<file path="src/rtl/sequencer_pkg.sv">
// Constants and types for the start-up timeout and soft-off controller.
// Assumes a 10 MHz core clock and an SMBus-style command link.
package sequencer_pkg;

   // ****************************************
   // Command codes
   // ****************************************
   localparam logic [7:0] CMD_CLEAR_FAULTS = 8'h03;
   localparam logic [7:0] CMD_FAULT_ACTION = 8'h63;
   localparam logic [7:0] CMD_TURNOFF_DELAY_TIME   = 8'h64;
   localparam logic [7:0] CMD_TURNOFF_FALL_TIME    = 8'h65;
   localparam logic [7:0] CMD_STATUS_BYTE  = 8'h78;
   localparam logic [7:0] CMD_STATUS_WORD  = 8'h79;
   localparam logic [7:0] CMD_STATUS_VOUT  = 8'h7a;
   localparam logic [7:0] CMD_STATUS_CML   = 8'h7e;

   // ****************************************
   // Field layouts and codes
   // ****************************************
   localparam int ACT_HI   = 7;
   localparam int ACT_LO   = 6;
   localparam int RETRY_HI = 5;
   localparam int RETRY_LO = 3;
   localparam int DLY_HI   = 2;
   localparam int DLY_LO   = 0;
   localparam int EXP_HI   = 15;
   localparam int EXP_LO   = 11;
   localparam int MAN_HI   = 10;
   localparam logic [1:0] ACTION_IGNORE  = 2'h0;
   localparam logic [1:0] ACTION_DELAYED = 2'h1;
   localparam logic [1:0] ACTION_NOW     = 2'h2;
   localparam logic [2:0] RETRY_LATCH    = 3'h0;
   localparam logic [2:0] RETRY_FOREVER  = 3'h7;
   localparam logic [4:0]  TOFF_DLY_EXP_RST = 5'h1f;
   localparam logic [4:0]  FALL_EXP_RST     = 5'h1e;
   localparam logic [10:0] TOFF_DLY_MAN_MAX = 11'h0ff;
   localparam logic [10:0] FALL_MAN_MAX     = 11'h07f;
   localparam logic [10:0] FALL_MAN_MIN     = 11'h002;
   localparam int SB_OFF      = 6;
   localparam int SB_CML      = 1;
   localparam int SB_NOTA     = 0;
   localparam int SW_VOUT     = 15;
   localparam int SV_STARTUP_TIMEOUT  = 2;
   localparam int SC_BAD_CMD  = 7;
   localparam int SC_BAD_DATA = 6;

   // ****************************************
   // Timing
   // ****************************************
   localparam int CLK_MHZ             = 10;
   localparam int QUARTER_MS_US       = 250;
   localparam int QMS_CYCLES          = QUARTER_MS_US * CLK_MHZ;
   localparam int INTERNAL_OFF_US     = 50;
   localparam int INTERNAL_OFF_CYCLES = INTERNAL_OFF_US * CLK_MHZ;

   // ****************************************
   // State encodings
   // ****************************************
   typedef enum logic [2:0] {
      ST_OFF = 3'h0, ST_START = 3'h1, ST_RUN = 3'h3, ST_TOFF_DLY = 3'h2,
      ST_TURNOFF_FALL_TIME = 3'h6, ST_FLT_DLY = 3'h7, ST_HICCUP = 3'h5, ST_LATCHED = 3'h4
   } state_t;

   typedef enum logic [2:0] {
      T_IDLE = 3'h0, T_ADDR = 3'h1, T_AACK = 3'h3, T_WR = 3'h2,
      T_WACK = 3'h6, T_RD = 3'h7, T_RACK = 3'h5
   } link_state_t;

endpackage : sequencer_pkg

</file>
<file path="src/rtl/smb_byte_if.sv">
// Byte-level carrier between the link target and the command logic.
// Assumes both ends run on the same core clock.
interface smb_byte_if;
   logic       start;
   logic       stop;
   logic       wr_valid;
   logic [7:0] wr_byte;
   logic       rd_req;
   logic [7:0] rd_byte;
   modport link (output start, stop, wr_valid, wr_byte, rd_req, input rd_byte);
   modport regs (input start, stop, wr_valid, wr_byte, rd_req, output rd_byte);
endinterface : smb_byte_if

</file>
<file path="src/rtl/smb_target.sv">
// Bit-level two-wire target: start/stop, address match, byte shift, acks.
// Assumes the clock and data pins are open-drain and asynchronous to clk_in.
module smb_target #(
   parameter logic [6:0] ADDR = 7'h40
) (
   input  wire logic  clk_in,
   input  wire logic  rst_in,
   input  wire logic  scl_in,
   input  wire logic  sda_in,
   output logic       sda_oe_out,
   smb_byte_if.link   bus
);
   import sequencer_pkg::*;

   typedef struct packed {
      logic        scl_s1, scl_s2, scl_q, sda_s1, sda_s2, sda_q;
      link_state_t st;
      logic [3:0]  bits;
      logic [7:0]  sh;
      logic        oe, start, stop, wr_valid, rd_req;
   } tgt_t;

   tgt_t s, n;
   logic rise, fall;

   always_comb begin
      n = s;
      n.scl_s1 = scl_in;
      n.scl_s2 = s.scl_s1;
      n.scl_q  = s.scl_s2;
      n.sda_s1 = sda_in;
      n.sda_s2 = s.sda_s1;
      n.sda_q  = s.sda_s2;
      n.start = 1'b0;
      n.stop = 1'b0;
      n.wr_valid = 1'b0;
      n.rd_req = 1'b0;
      rise = s.scl_s2 & ~s.scl_q;
      fall = ~s.scl_s2 & s.scl_q;
      if (s.scl_s2 && s.scl_q && s.sda_q && !s.sda_s2) begin
         n.st = T_ADDR;
         n.bits = 4'h0;
         n.oe = 1'b0;
         n.start = 1'b1;
      end else if (s.scl_s2 && s.scl_q && !s.sda_q && s.sda_s2) begin
         n.st = T_IDLE;
         n.oe = 1'b0;
         n.stop = (s.st != T_IDLE);
      end else begin
         unique case (s.st)
            T_IDLE: begin
            end
            T_ADDR, T_WR: begin
               if (rise) begin
                  n.sh = {s.sh[6:0], s.sda_s2};
                  n.bits = s.bits + 4'h1;
               end else if (fall && s.bits == 4'h8) begin
                  n.bits = 4'h0;
                  n.oe = 1'b1;
                  if (s.st == T_WR) begin
                     n.wr_valid = 1'b1;
                     n.st = T_WACK;
                  end else if (s.sh[7:1] == ADDR) begin
                     // Read data is fetched during the ack bit
                     n.rd_req = s.sh[0];
                     n.st = T_AACK;
                  end else begin
                     n.oe = 1'b0;
                     n.st = T_IDLE;
                  end
               end
            end
            T_AACK, T_WACK: begin
               if (fall) begin
                  if (s.st == T_AACK && s.sh[0]) begin
                     n.sh = bus.rd_byte;
                     n.oe = ~bus.rd_byte[7];
                     n.bits = 4'h1;
                     n.st = T_RD;
                  end else begin
                     n.oe = 1'b0;
                     n.st = T_WR;
                  end
               end
            end
            T_RD: begin
               if (fall) begin
                  if (s.bits == 4'h8) begin
                     n.oe = 1'b0;
                     n.st = T_RACK;
                  end else begin
                     n.sh = {s.sh[6:0], 1'b0};
                     n.oe = ~s.sh[6];
                     n.bits = s.bits + 4'h1;
                  end
               end
            end
            T_RACK: begin
               if (rise) begin
                  // A nack from the host ends the read
                  if (!s.sda_s2) begin
                     n.rd_req = 1'b1;
                     n.bits = 4'h0;
                  end else begin
                     n.st = T_IDLE;
                  end
               end else if (fall && s.bits == 4'h0) begin
                  n.sh = bus.rd_byte;
                  n.oe = ~bus.rd_byte[7];
                  n.bits = 4'h1;
                  n.st = T_RD;
               end
            end
            default: n.st = T_IDLE;
         endcase
      end
   end

   always_ff @(posedge clk_in or posedge rst_in) begin
      if (rst_in) begin
         s <= '{scl_s1: 1'b1, scl_s2: 1'b1, scl_q: 1'b1, sda_s1: 1'b1, sda_s2: 1'b1,
                sda_q: 1'b1, st: T_IDLE, bits: 4'h0, sh: 8'h00, default: 1'b0};
      end else begin
         s <= n;
      end
   end

   assign sda_oe_out   = s.oe;
   assign bus.start    = s.start;
   assign bus.stop     = s.stop;
   assign bus.wr_valid = s.wr_valid;
   assign bus.wr_byte  = s.sh;
   assign bus.rd_req   = s.rd_req;

endmodule : smb_target

</file>
<file path="src/rtl/startup_timeout_and_soft_off_ctrl.sv">
// Start-up timeout response, retry/hiccup policy and soft turn-off timing.
// Assumes on/off and turn-on-delay status come from logic on clk_in; the
// voltage comparator and the two-wire link pins are asynchronous.
//
// Notes on behaviour
// - Timeout fault sets catch-all, word output-voltage and timeout status bits.
// - Timeout fault also raises the host alert line.
// - Action bits 7:6 of byte register; 00 ignores fault, keeps converting.
// - Action 01 keeps running for the delay, then shuts down and applies retry policy.
// - Action 10 shuts down at once, then applies retry policy.
// - Invalid write, including action 11, flags communication status and alerts.
// - Retry bits 5:3 equal zero means latch off, no restart.
// - Retry 1 to 6: hiccup wait then restart, up to that many times.
// - Delay bits 2:0 zero: 1 ms shutdown delay, hiccup equals rise time.
// - Delay 1 to 7: 1 to 7 ms delay, hiccup two to seven rise times.
// - Turn-off delay register sets ms from stop condition to start of the ramp.
// - Turn-off delay is linear: exponent 15:11 resets 11111b, mantissa 10:0.
// - Turn-off delay 0 to 127.5 ms in 0.5 ms steps; beyond is invalid.
// - An internal delay up to 50 us is added, even for zero.
// - Fall-time register sets ramp time from delay end to zero reference.
// - Ramp lasts the fall time whatever the target; slope from target voltage.
// - Fall-time exponent resets 11110b: exponent -2, 0.25 ms per count.
// - Fall 0.5 to 31.75 ms in 0.25 ms steps; below 0.5 runs 0.5.
// - Ramp slope may be quantised by reference step resolution.
// - Timeout fault when output misses 85% within limit after turn-on delay.
// - A zero timeout limit disables timeout detection entirely.
module startup_timeout_and_soft_off_ctrl #(
   parameter logic [6:0]  TARGET_ADDR      = 7'h40,
   parameter logic [7:0]  DEF_FAULT_ACTION = 8'h80,
   parameter logic [10:0] DEF_TOFF_DLY_MAN = 11'h000,
   parameter logic [10:0] DEF_FALL_MAN     = 11'h004
) (
   input  wire logic        clk_in,
   input  wire logic        rst_in,
   input  wire logic        scl_in,
   input  wire logic        sda_in,
   output logic             sda_out,
   output logic             sda_oe_out,
   output logic             alert_n_out,
   input  wire logic        run_enable_in,
   input  wire logic        turn_on_delay_done_in,
   input  wire logic        vout_at_85pct_in,
   input  wire logic [7:0]  startup_timeout_limit_in,
   input  wire logic [6:0]  startup_rise_time_in,
   input  wire logic [11:0] vout_target_in,
   output logic             power_stage_on_out,
   output logic [11:0]      reference_out
);
   import sequencer_pkg::*;

   // ****************************************
   // Helpers
   // ****************************************
   function automatic logic [2:0] delay_ms(input logic [2:0] d);
      delay_ms = (d == 3'h0) ? 3'h1 : d;
   endfunction : delay_ms

   function automatic logic [2:0] hiccup_mult(input logic [2:0] d);
      hiccup_mult = (d == 3'h7) ? 3'h7 : d + 3'h1;
   endfunction : hiccup_mult

   typedef struct packed {
      state_t      st;
      logic        vok_s1, vok_s2;
      logic [7:0]  action;
      logic [10:0] dly_man, fall_man;
      logic        startup_timeout, bad_cmd, bad_data, alert_n;
      logic [7:0]  cmd;
      logic [1:0]  wr_cnt;
      logic [15:0] data;
      logic        rd_idx;
      logic [7:0]  rd_byte;
      logic [11:0] prescale;
      logic [15:0] qms;
      logic [20:0] cnt, acc;
      logic [2:0]  tries;
      logic [11:0] ref_v;
      logic        pwr;
   } ctrl_t;

   ctrl_t s, n;
   smb_byte_if link ();

   smb_target #(
      .ADDR (TARGET_ADDR)
   ) u_target (
      .clk_in     (clk_in),
      .rst_in     (rst_in),
      .scl_in     (scl_in),
      .sda_in     (sda_in),
      .sda_oe_out (sda_oe_out),
      .bus        (link)
   );

   logic        shutdown;
   logic [15:0] rdata;
   logic        known;
   logic [15:0] limit_q, fault_q, hiccup_q;
   logic [20:0] toff_cycles, fall_cycles, acc_sum;
   logic [10:0] fall_eff;

   always_comb begin
      n = s;
      shutdown = 1'b0;
      n.vok_s1 = vout_at_85pct_in;
      n.vok_s2 = s.vok_s1;

      // ****************************************
      // Quarter-millisecond timebase
      // ****************************************
      if (s.prescale == 12'(QMS_CYCLES - 1)) begin
         n.prescale = 12'h000;
         n.qms = s.qms + 16'h0001;
      end else begin
         n.prescale = s.prescale + 12'h001;
      end

      // ****************************************
      // Command read path
      // ****************************************
      known = 1'b1;
      unique case (s.cmd)
         CMD_FAULT_ACTION: rdata = {8'h00, s.action};
         CMD_TURNOFF_DELAY_TIME:   rdata = {TOFF_DLY_EXP_RST, s.dly_man};
         CMD_TURNOFF_FALL_TIME:    rdata = {FALL_EXP_RST, s.fall_man};
         CMD_STATUS_BYTE, CMD_STATUS_WORD: begin
            rdata = 16'h0000;
            rdata[SB_OFF] = ~s.pwr;
            rdata[SB_CML] = s.bad_cmd | s.bad_data;
            rdata[SB_NOTA] = s.startup_timeout;
            rdata[SW_VOUT] = s.startup_timeout;
         end
         CMD_STATUS_VOUT: rdata = 16'(s.startup_timeout) << SV_STARTUP_TIMEOUT;
         CMD_STATUS_CML: begin
            rdata = 16'h0000;
            rdata[SC_BAD_CMD] = s.bad_cmd;
            rdata[SC_BAD_DATA] = s.bad_data;
         end
         default: begin
            rdata = 16'hffff;
            known = 1'b0;
         end
      endcase
      if (link.start) begin
         n.wr_cnt = 2'h0;
         n.rd_idx = 1'b0;
      end
      if (link.rd_req) begin
         n.rd_byte = s.rd_idx ? rdata[15:8] : rdata[7:0];
         n.rd_idx = 1'b1;
         if (!known) begin
            n.bad_cmd = 1'b1;
         end
      end

      // ****************************************
      // Command write path, committed at stop
      // ****************************************
      if (link.wr_valid) begin
         unique case (s.wr_cnt)
            2'h0: n.cmd = link.wr_byte;
            2'h1: n.data[7:0] = link.wr_byte;
            2'h2: n.data[15:8] = link.wr_byte;
            default: n.bad_data = 1'b1;
         endcase
         if (s.wr_cnt != 2'h3) begin
            n.wr_cnt = s.wr_cnt + 2'h1;
         end
      end
      if (link.stop && s.wr_cnt != 2'h0) begin
         unique case (s.cmd)
            CMD_CLEAR_FAULTS: begin
               n.startup_timeout = 1'b0;
               n.bad_cmd = 1'b0;
               n.bad_data = 1'b0;
            end
            CMD_FAULT_ACTION: begin
               if (s.wr_cnt != 2'h2 || s.data[ACT_HI:ACT_LO] == 2'h3) begin
                  n.bad_data = 1'b1;
               end else begin
                  n.action = s.data[7:0];
               end
            end
            CMD_TURNOFF_DELAY_TIME: begin
               if (s.wr_cnt != 2'h3 || s.data[EXP_HI:EXP_LO] != TOFF_DLY_EXP_RST
                   || s.data[MAN_HI:0] > TOFF_DLY_MAN_MAX) begin
                  n.bad_data = 1'b1;
               end else begin
                  n.dly_man = s.data[MAN_HI:0];
               end
            end
            CMD_TURNOFF_FALL_TIME: begin
               if (s.wr_cnt != 2'h3 || s.data[EXP_HI:EXP_LO] != FALL_EXP_RST
                   || s.data[MAN_HI:0] > FALL_MAN_MAX) begin
                  n.bad_data = 1'b1;
               end else begin
                  n.fall_man = s.data[MAN_HI:0];
               end
            end
            default: begin
               if (known) begin
                  n.bad_data = 1'b1;
               end else begin
                  n.bad_cmd = 1'b1;
               end
            end
         endcase
      end

      // ****************************************
      // Sequencing
      // ****************************************
      limit_q  = {7'h00, startup_timeout_limit_in, 1'b0};
      fault_q  = {11'h000, delay_ms(s.action[DLY_HI:DLY_LO]), 2'h0};
      // Hiccup as a multiple of rise time
      hiccup_q = 16'(hiccup_mult(s.action[DLY_HI:DLY_LO])) * 16'(startup_rise_time_in);
      // Fixed 50 us added to the programmed delay
      toff_cycles = 21'(s.dly_man * 2 * QMS_CYCLES + INTERNAL_OFF_CYCLES);
      // Short fall times stretched to the minimum
      fall_eff = (s.fall_man < FALL_MAN_MIN) ? FALL_MAN_MIN : s.fall_man;
      fall_cycles = 21'(fall_eff * QMS_CYCLES);
      acc_sum = s.acc + 21'(vout_target_in);
      n.cnt = s.cnt + 21'h000001;

      unique case (s.st)
         ST_OFF: begin
            n.pwr = 1'b0;
            n.ref_v = 12'h000;
            n.tries = 3'h0;
            if (run_enable_in) begin
               n.st = ST_START;
            end
         end
         ST_START: begin
            n.pwr = 1'b1;
            n.ref_v = vout_target_in;
            // Window opens at end of turn-on delay
            if (!turn_on_delay_done_in) begin
               n.qms = 16'h0000;
               n.prescale = 12'h000;
            end
            if (!run_enable_in) begin
               n.st = ST_TOFF_DLY;
            end else if (s.vok_s2) begin
               n.st = ST_RUN;
               n.tries = 3'h0;
            end else if (startup_timeout_limit_in != 8'h00 && s.qms >= limit_q) begin
               n.startup_timeout = 1'b1;
               unique case (s.action[ACT_HI:ACT_LO])
                  ACTION_IGNORE: n.st = ST_RUN;
                  ACTION_DELAYED: n.st = ST_FLT_DLY;
                  default: shutdown = 1'b1;
               endcase
            end
         end
         ST_RUN: begin
            n.pwr = 1'b1;
            n.ref_v = vout_target_in;
            n.tries = 3'h0;
            if (!run_enable_in) begin
               n.st = ST_TOFF_DLY;
            end
         end
         ST_FLT_DLY: begin
            n.pwr = 1'b1;
            n.ref_v = vout_target_in;
            if (!run_enable_in) begin
               n.st = ST_TOFF_DLY;
            end else if (s.vok_s2) begin
               n.st = ST_RUN;
            end else if (s.qms >= fault_q) begin
               shutdown = 1'b1;
            end
         end
         ST_HICCUP: begin
            n.pwr = 1'b0;
            n.ref_v = 12'h000;
            if (!run_enable_in) begin
               n.st = ST_OFF;
            end else if (s.qms >= hiccup_q) begin
               n.st = ST_START;
            end
         end
         ST_LATCHED: begin
            n.pwr = 1'b0;
            n.ref_v = 12'h000;
            // Release only on an off command
            if (!run_enable_in) begin
               n.st = ST_OFF;
            end
         end
         ST_TOFF_DLY: begin
            n.pwr = 1'b1;
            n.ref_v = vout_target_in;
            // Energy delivery continues for the delay
            if (s.cnt >= toff_cycles - 21'h000001) begin
               n.st = ST_TURNOFF_FALL_TIME;
            end
         end
         ST_TURNOFF_FALL_TIME: begin
            n.pwr = 1'b1;
            // Per-clock slope spreads target over fall time
            if (acc_sum >= fall_cycles) begin
               n.acc = acc_sum - fall_cycles;
               if (s.ref_v != 12'h000) begin
                  // One reference step per clock at most
                  n.ref_v = s.ref_v - 12'h001;
               end
            end else begin
               n.acc = acc_sum;
            end
            if (s.cnt >= fall_cycles - 21'h000001) begin
               n.ref_v = 12'h000;
               n.st = ST_OFF;
            end
         end
         default: n.st = ST_OFF;
      endcase

      if (shutdown) begin
         n.pwr = 1'b0;
         n.ref_v = 12'h000;
         if (s.action[RETRY_HI:RETRY_LO] == RETRY_LATCH) begin
            n.st = ST_LATCHED;
         end else if (s.action[RETRY_HI:RETRY_LO] == RETRY_FOREVER) begin
            n.st = ST_HICCUP;
         end else if (s.tries < s.action[RETRY_HI:RETRY_LO]) begin
            n.tries = s.tries + 3'h1;
            n.st = ST_HICCUP;
         end else begin
            n.st = ST_LATCHED;
         end
      end

      if (n.st != s.st) begin
         n.qms = 16'h0000;
         n.prescale = 12'h000;
         n.cnt = 21'h000000;
         n.acc = 21'h000000;
      end
      n.alert_n = ~(n.startup_timeout | n.bad_cmd | n.bad_data);
   end

   always_ff @(posedge clk_in or posedge rst_in) begin
      if (rst_in) begin
         s <= '{st: ST_OFF, action: DEF_FAULT_ACTION, dly_man: DEF_TOFF_DLY_MAN,
                fall_man: DEF_FALL_MAN, alert_n: 1'b1, cmd: 8'h00, wr_cnt: 2'h0,
                data: 16'h0000, rd_byte: 8'h00, prescale: 12'h000, qms: 16'h0000,
                cnt: 21'h000000, acc: 21'h000000, tries: 3'h0, ref_v: 12'h000,
                default: 1'b0};
      end else begin
         s <= n;
      end
   end

   assign link.rd_byte       = s.rd_byte;
   assign sda_out            = 1'b0;
   assign alert_n_out        = s.alert_n;
   assign power_stage_on_out = s.pwr;
   assign reference_out      = s.ref_v;

endmodule : startup_timeout_and_soft_off_ctrl

</file>
<file path="config.mk">
export PLATFORM = sky130hd
export DESIGN_NAME = startup_timeout_and_soft_off_ctrl
export DESIGN_NICKNAME = d
export VERILOG_FILES = /design/src/rtl/sequencer_pkg.sv /design/src/rtl/smb_byte_if.sv /design/src/rtl/smb_target.sv /design/src/rtl/startup_timeout_and_soft_off_ctrl.sv
export SDC_FILE = /design/constraint.sdc
export NUM_CORES = 1
export LEC_CHECK = 0
export BUFFER_PORTS_ARGS = -buffer_cell sky130_fd_sc_hd__buf_2
export CORE_MARGIN = 4
export CORE_UTILIZATION = 55
export DETAILED_ROUTE_END_ITERATION = 8
export GPL_ROUTABILITY_DRIVEN = 0
export GPL_TIMING_DRIVEN = 0
export HOLD_SLACK_MARGIN = 0.1
export PLACE_DENSITY = 0.81
export SKIP_LAST_GASP = 1
export SYNTH_ARGS = -nofsm -noshare
export SYNTH_HDL_FRONTEND = slang
export SYNTH_SLANG_ARGS = --single-unit
export TNS_END_PERCENT = 10
</file>
<file path="constraint.sdc">
create_clock -name clk_in -period 14.1 [get_ports clk_in]
set_input_delay 0.705 -clock clk_in [delete_from_list [all_inputs] [get_ports clk_in]]
set_output_delay 0.705 -clock clk_in [all_outputs]
set_load 0.02 [all_outputs]
</file>
==> flow_summary.json, run 1 <==
{
  "worst-path-max-fanout": 10,
  "vias": 13600,
  "dp.final_hpwl_microns": 30200,
  "path_class": "register to register",
  "clkLatencyLatePin_ns": 0.46,
  "n_antenna_cell": 0,
  "yosys_most_used_dff": "dfrtp_1",
  "syn_inst": 1817,
  "post_cts_resized": 0,
  "overflow": 0,
  "drt-initial-drc-count": 1294,
  "die_h_microns": 181,
  "firstDrtPassIters": 6,
  "postCtsSetupBuffers": 0,
  "grt_first_pass_wirelength_microns": 66100,
  "synth_area_per_cell_sq_um": 9.07,
  "dieArea_sq_mm": 0.0328,
  "seq_area_sq_mm": 0.00467,
  "crit_slowest_cell": "nor2b_1",
  "setup_viol": 0,
  "finalHoldViolations": 0,
  "fp.dieW_microns": 181,
  "clock_path_buffers": 2,
  "r2r_cells": 30,
  "critPathCaptureType": "register",
  "finalCriticalPeriod_ns": 8.73,
  "worstReg2RegStart": "s[134]",
  "fin_util": 0.603,
  "routed.top_layer": "met4",
  "slowest_delay_ns": 0.64,
  "syn2layout_area_growth_pct": 8.25,
  "cts_tree": "built",
  "fin_worst_skew_ns": 0.0200,
  "synthesis.nets": 2114,
  "max-vdd-ir-drop_mv": 0.129,
  "power.total_uw": 2200,
  "grt_max_degree": 100,
  "cp-startpoint": "s[134]",
  "synth_area_sq_mm": 0.0165,
  "cts.sink_count": 186,
  "startpoint_type": "register",
  "start_util": 0.557,
  "row_count": 63,
  "cp.arrival_ns": 9.06,
  "core_area_sq_mm": 0.0296,
  "antenna_found_initial": 0,
  "ys_seq_area_frac": 0.283,
  "grt_pass1_vias": 13600,
  "clk_pin_slew_worst_paths_ns": 0.08,
  "p_leak_uw": 0.00889,
  "required_ns": 14.43,
  "routed_via_density": 5.94,
  "r2r_end": "s[83]",
  "async_reset_ff_frac": 1.00,
  "met1Wirelength_microns": 16700,
  "num-fill-cells": 2481,
  "final_max_slew_viol_count": 0,
  "cts_made_buffers": 17,
  "fin_hold_ws_ns": 0.336,
  "relSlewSlack": 0.305,
  "r2r_slack_ns": 5.37,
  "p_per_area_mw_per_mm2": 123,
  "root_buffer": "clkbuf_16",
  "yosysWarnings": 0,
  "pin_count": 50,
  "drt-total-wl_microns": 39000,
  "drc": 0,
  "grt_setup_unrepaired": "no",
  "tightest_slew_ns": 1.04,
  "ant_nets": 0,
  "maxCapViolCount": 0,
  "synth-edff-count": 0,
  "cp_common_cell": "ha_1",
  "drive_above_1_share": 0.0937,
  "met2_wirelength_microns": 19000,
  "fin_crit_sh": 0.619,
  "hold_class": "input pin to asynchronous set/reset pin",
  "multi_input_area_sq_mm": 0.0109,
  "htreeDepth": 4,
  "port_buffers": 48,
  "nNetsFinal": 2183,
  "max_freq_mhz": 115,
  "routedWlPerCell_microns": 17.0,
  "wl_met3_microns": 2240,
  "grt.total_usage": 0.240,
  "cts.hold.buffers_added": 0,
  "status": "completed",
  "yosys_register_bits": 186,
  "worst_slack_ns": 5.37,
  "yosysUniqueCellTypes": 89,
  "setup_tns_ns": 0,
  "place_ws_ns": 5.51
}
## registers in the layout, indices dropped and copies added, names as in the netlist
signal                 flops
n                          1
u_target.sda_oe_out        1
power_stage_on_out         1
u_target.s                 9
s                        137
u_target.n                 4
u_target.bus.wr_byte       8
u_target.bus.rd_req        1
u_target.bus.wr_valid      1
reference_out             12
link.rd_byte               8
u_target.bus.stop          1
alert_n_out                1
u_target.bus.start         1
## metrics by stage
stage,cells,area (sq um)
final,2289,17800
after detailed placement,2256,17200
after global placement,2255,17200
after global routing,2289,17800
after CTS,2288,17800
after floorplan,1817,16500
## placed cells by master, fill, tap and decap left out, types with 21 or more instances in the layout
master / instances
xnor2_1: 84
clkbuf_1: 37
a211oi_1: 27
nand2_1: 143
mux2i_1: 31
nor2b_1: 21
a21oi_1: 93
a21o_1: 42
inv_1: 177
mux2_2: 45
buf_2: 50
nor3_1: 39
ha_1: 215
nor2_1: 162
o21ai_0: 65
xor2_1: 58
fa_1: 48
nand2b_1: 26
dfrtp_1: 177
nand3_1: 50
nand4_1: 23
## routing by layer
| metal | global-route usage | vias to the layer above |
|---|---|---|
| li1 | - | 6511 |
| met1 | 0.313 | 6509 |
| met2 | 0.413 | 477 |
| met3 | 0.0383 | 96 |
| met4 | 0.0763 | 0 |
| met5 | 0 | - |
## area by class of cell
cell class              instances  share of cell area
clock buffers                  19              0.0243
flip-flops and latches        186               0.262
well taps                     390              0.0274
clock inverters                13             0.00884
inverters                     178              0.0379
repair buffers                 50              0.0153
multi-input cells            1398               0.609
plain buffers                  55              0.0160
## critical path: cells and delay by family, from the launching register on
kind	cells	cell delay, ns
AO/OA/AOI/OAI	8	2.20
buffers and inverters	5	0.83
XOR/XNOR	2	0.63
flip-flops	1	0.43
AND/OR/NAND/NOR	8	1.92
adder cells (fa/ha/maj)	7	2.58
## logic make-up after synthesis
group,share of synthesized area
AOI/OAI and AO/OA,0.150
adders and majority gates,0.223
DFF,0.283
buffers and inverters,0.0579
xor gates and xnor gates,0.0765
and+or+nand+nor,0.159
other,0.000228
muxes,0.0496
## worst max path at each step
stage                     endpoint  slack (ns)  cells after the start
final                        s[83]        5.37                     30
after global routing         s[83]        4.69                     30
after CTS                    s[83]        5.43                     30
after detailed placement     s[83]        5.51                     30
after global placement       s[69]        5.66                     30
after floorplan              s[59]        7.16                     30
## where the power goes
part	internal, uW	leakage (uW)	switching [uW]	total, uW
Sequential	611	0.00248	85.8	697
Combinational	415	0.00613	598	1010
Clock	253	0.000282	239	492
## Yosys cell counts (all sizes together) (18+ instances only)
master | instances | area, sq um
xor2 | 59 | 524
mux2 | 45 | 507
nor3 | 39 | 195
nor2b | 21 | 131
nand2 | 143 | 537
xnor2 | 84 | 736
dfrtp | 177 | 4430
mux2i | 31 | 310
and3 | 18 | 118
o21ai | 70 | 354
fa | 48 | 961
a21oi | 93 | 465
a211oi | 28 | 215
nand3 | 50 | 250
a21o | 42 | 315
nor2 | 163 | 619
clkbuf | 35 | 131
nand4 | 23 | 144
ha | 215 | 2690
buf | 20 | 154
inv | 178 | 668
nand2b | 26 | 163
(Power assumes the default switching activity.)
==> inputs of run 2 (changes only) <==
- PLACE_DENSITY: 0.81 -> 0.84
- clock period: 14.1 -> 7.4 ns (I/O delays scaled with it)
==> flow_summary.json, run 2 (synthesis gave the netlist of run 1 again) <==
{
  "drive_above_1_share": 0.118,
  "status": "completed",
  "vias": 13800,
  "drc": 0,
  "path_class": "register to register",
  "top_register": "s",
  "grt.total_usage": 0.237,
  "drt-initial-drc-count": 1048,
  "port_buffers": 48,
  "maxCapViolCount": 0,
  "row_count": 63,
  "finalHoldViolations": 0,
  "fin_worst_skew_ns": 0.0110,
  "cp.arrival_ns": 7.41,
  "largest_register_ffs": 137,
  "overflow": 0,
  "clkLatencyLatePin_ns": 0.44,
  "htreeDepth": 4,
  "relSlewSlack": 0.262,
  "cts_made_buffers": 17,
  "firstDrtPassIters": 8,
  "worstReg2RegStart": "s[131]",
  "final_cell_mix": "ha_1, inv_1, dfrtp_1, nor2_1, nand2_1",
  "max-vdd-ir-drop_mv": 0.206,
  "grt_first_pass_wirelength_microns": 65400,
  "crit_slowest_cell": "fa_1",
  "critPathCaptureType": "register",
  "max_freq_mhz": 141,
  "root_buffer": "clkbuf_16",
  "die_h_microns": 181,
  "dieArea_sq_mm": 0.0328,
  "placedCellCount": 2256,
  "nNetsFinal": 2206,
  "tightest_slew_ns": 1.10,
  "cp_common_cell": "ha_1",
  "setup_viol": 0,
  "routed_via_density": 5.95,
  "n_antenna_cell": 0,
  "grt_pass1_vias": 14000,
  "place_ws_ns": -1.14,
  "grt_setup_unrepaired": "yes",
  "fin_hold_ws_ns": 0.173,
  "pin_count": 50,
  "setup_tns_ns": 0,
  "finalNonFillerCells": 2312,
  "hp-start": "vout_target_in[3]",
  "dp.final_hpwl_microns": 29800,
  "clock_path_buffers": 2,
  "worst-path-max-fanout": 10,
  "hold_class": "input pin to register",
  "core_area_sq_mm": 0.0296,
  "ant_nets": 0,
  "design_area_sq_mm": 0.0182,
  "placed_cell_area_sq_mm": 0.0172,
  "required_ns": 7.72,
  "cts_tree": "built",
  "p_leak_uw": 0.00903,
  "start_util": 0.557,
  "cts.sink_count": 186,
  "grt_max_degree": 111,
  "finalCriticalPeriod_ns": 7.08,
  "startpoint_type": "register",
  "final_common_cell": "ha_1",
  "clk_pin_slew_worst_paths_ns": 0.07,
  "drt-total-wl_microns": 38800,
  "final_max_slew_viol_count": 0,
  "slowest_delay_ns": 0.54,
  "fin_crit_sh": 0.957,
  "worst_slack_ns": 0.317,
  "antenna_found_initial": 1,
  "syn2layout_area_growth_pct": 10.3,
  "routedWlPerCell_microns": 16.8,
  "fp.dieW_microns": 181,
  "cp-startpoint": "s[131]",
  "p_per_area_mw_per_mm2": 231
}
==> run 2: changes by cell type in the layout (fill, tap and decap cells not counted), sizes merged <==
| cell | before | now |
|---|---|---|
| dlygate4sd3 | 0 | 4 |
| inv | 184 | 179 |
| clkbuf | 55 | 59 |
| clkinvlp | 2 | 4 |
| buf | 69 | 87 |
==> run 2: layout make-up <==
class                      count  area [sq um]
buffer                        55           295
clock buffer                  22           454
multi-input combinational   1398         11000
sequential                   186          4670
inverter                     178           676
tap                          390           488
clock inverter                10          96.3
fill                        2414         11400
timing repair buffer          73           493
==> run 2: repair_timing <==
action,in CTS,in global routing
buffers inserted,5,14
setup endpoints to repair,81,82
gates resized for setup,6,40
gates cloned,0,0
pin swaps,3,12
endpoints found under the hold margin,71,0
hold buffers,4,0
==> run 2: worst paths after layout <==
kind / endpoint / slack, ns / depth (start not counted)
min: reference_out[3] / 0.17 / 3
min reg2reg: s[155] / 0.36 / 0
max in group asynchronous: reference_out[8] / 5.91 / 4
max: s[67] / 0.32 / 28
max reg2reg: s[67] / 0.32 / 28
min in group asynchronous: s[110] / 0.54 / 3
==> run 2: metrics by stage <==
stage	utilization	power (uW)
floorplan	-	2760
global placement	0.582	3140
detailed placement	0.583	3210
CTS	0.606	4130
global route	0.615	4450
finish	0.615	4200
==> run 2: critical path: cells and delay by family, from the launching register on <==
kind | cells | cell delay (ns)
AND/OR/NAND/NOR | 9 | 1.78
flip-flops | 1 | 0.45
adder cells (fa/ha/maj) | 6 | 2.10
XOR/XNOR | 2 | 0.41
AO/OA/AOI/OAI | 9 | 1.93
buffers and inverters | 2 | 0.28
==> run 2: where the power goes <==
part / leakage [uW] / switching [uW] / internal [uW]
combinational: 0.00630 / 1150 / 838
sequential: 0.00248 / 164 / 1170
clock: 0.000257 / 405 / 473
==> run 2: metal layers <==
layer	global-route usage	wire, microns	share of wire
met5	0	13	0.00034
met4	0.0871	1110	0.029
met3	0.0370	2300	0.059
met2	0.406	18700	0.48
met1	0.304	16600	0.43
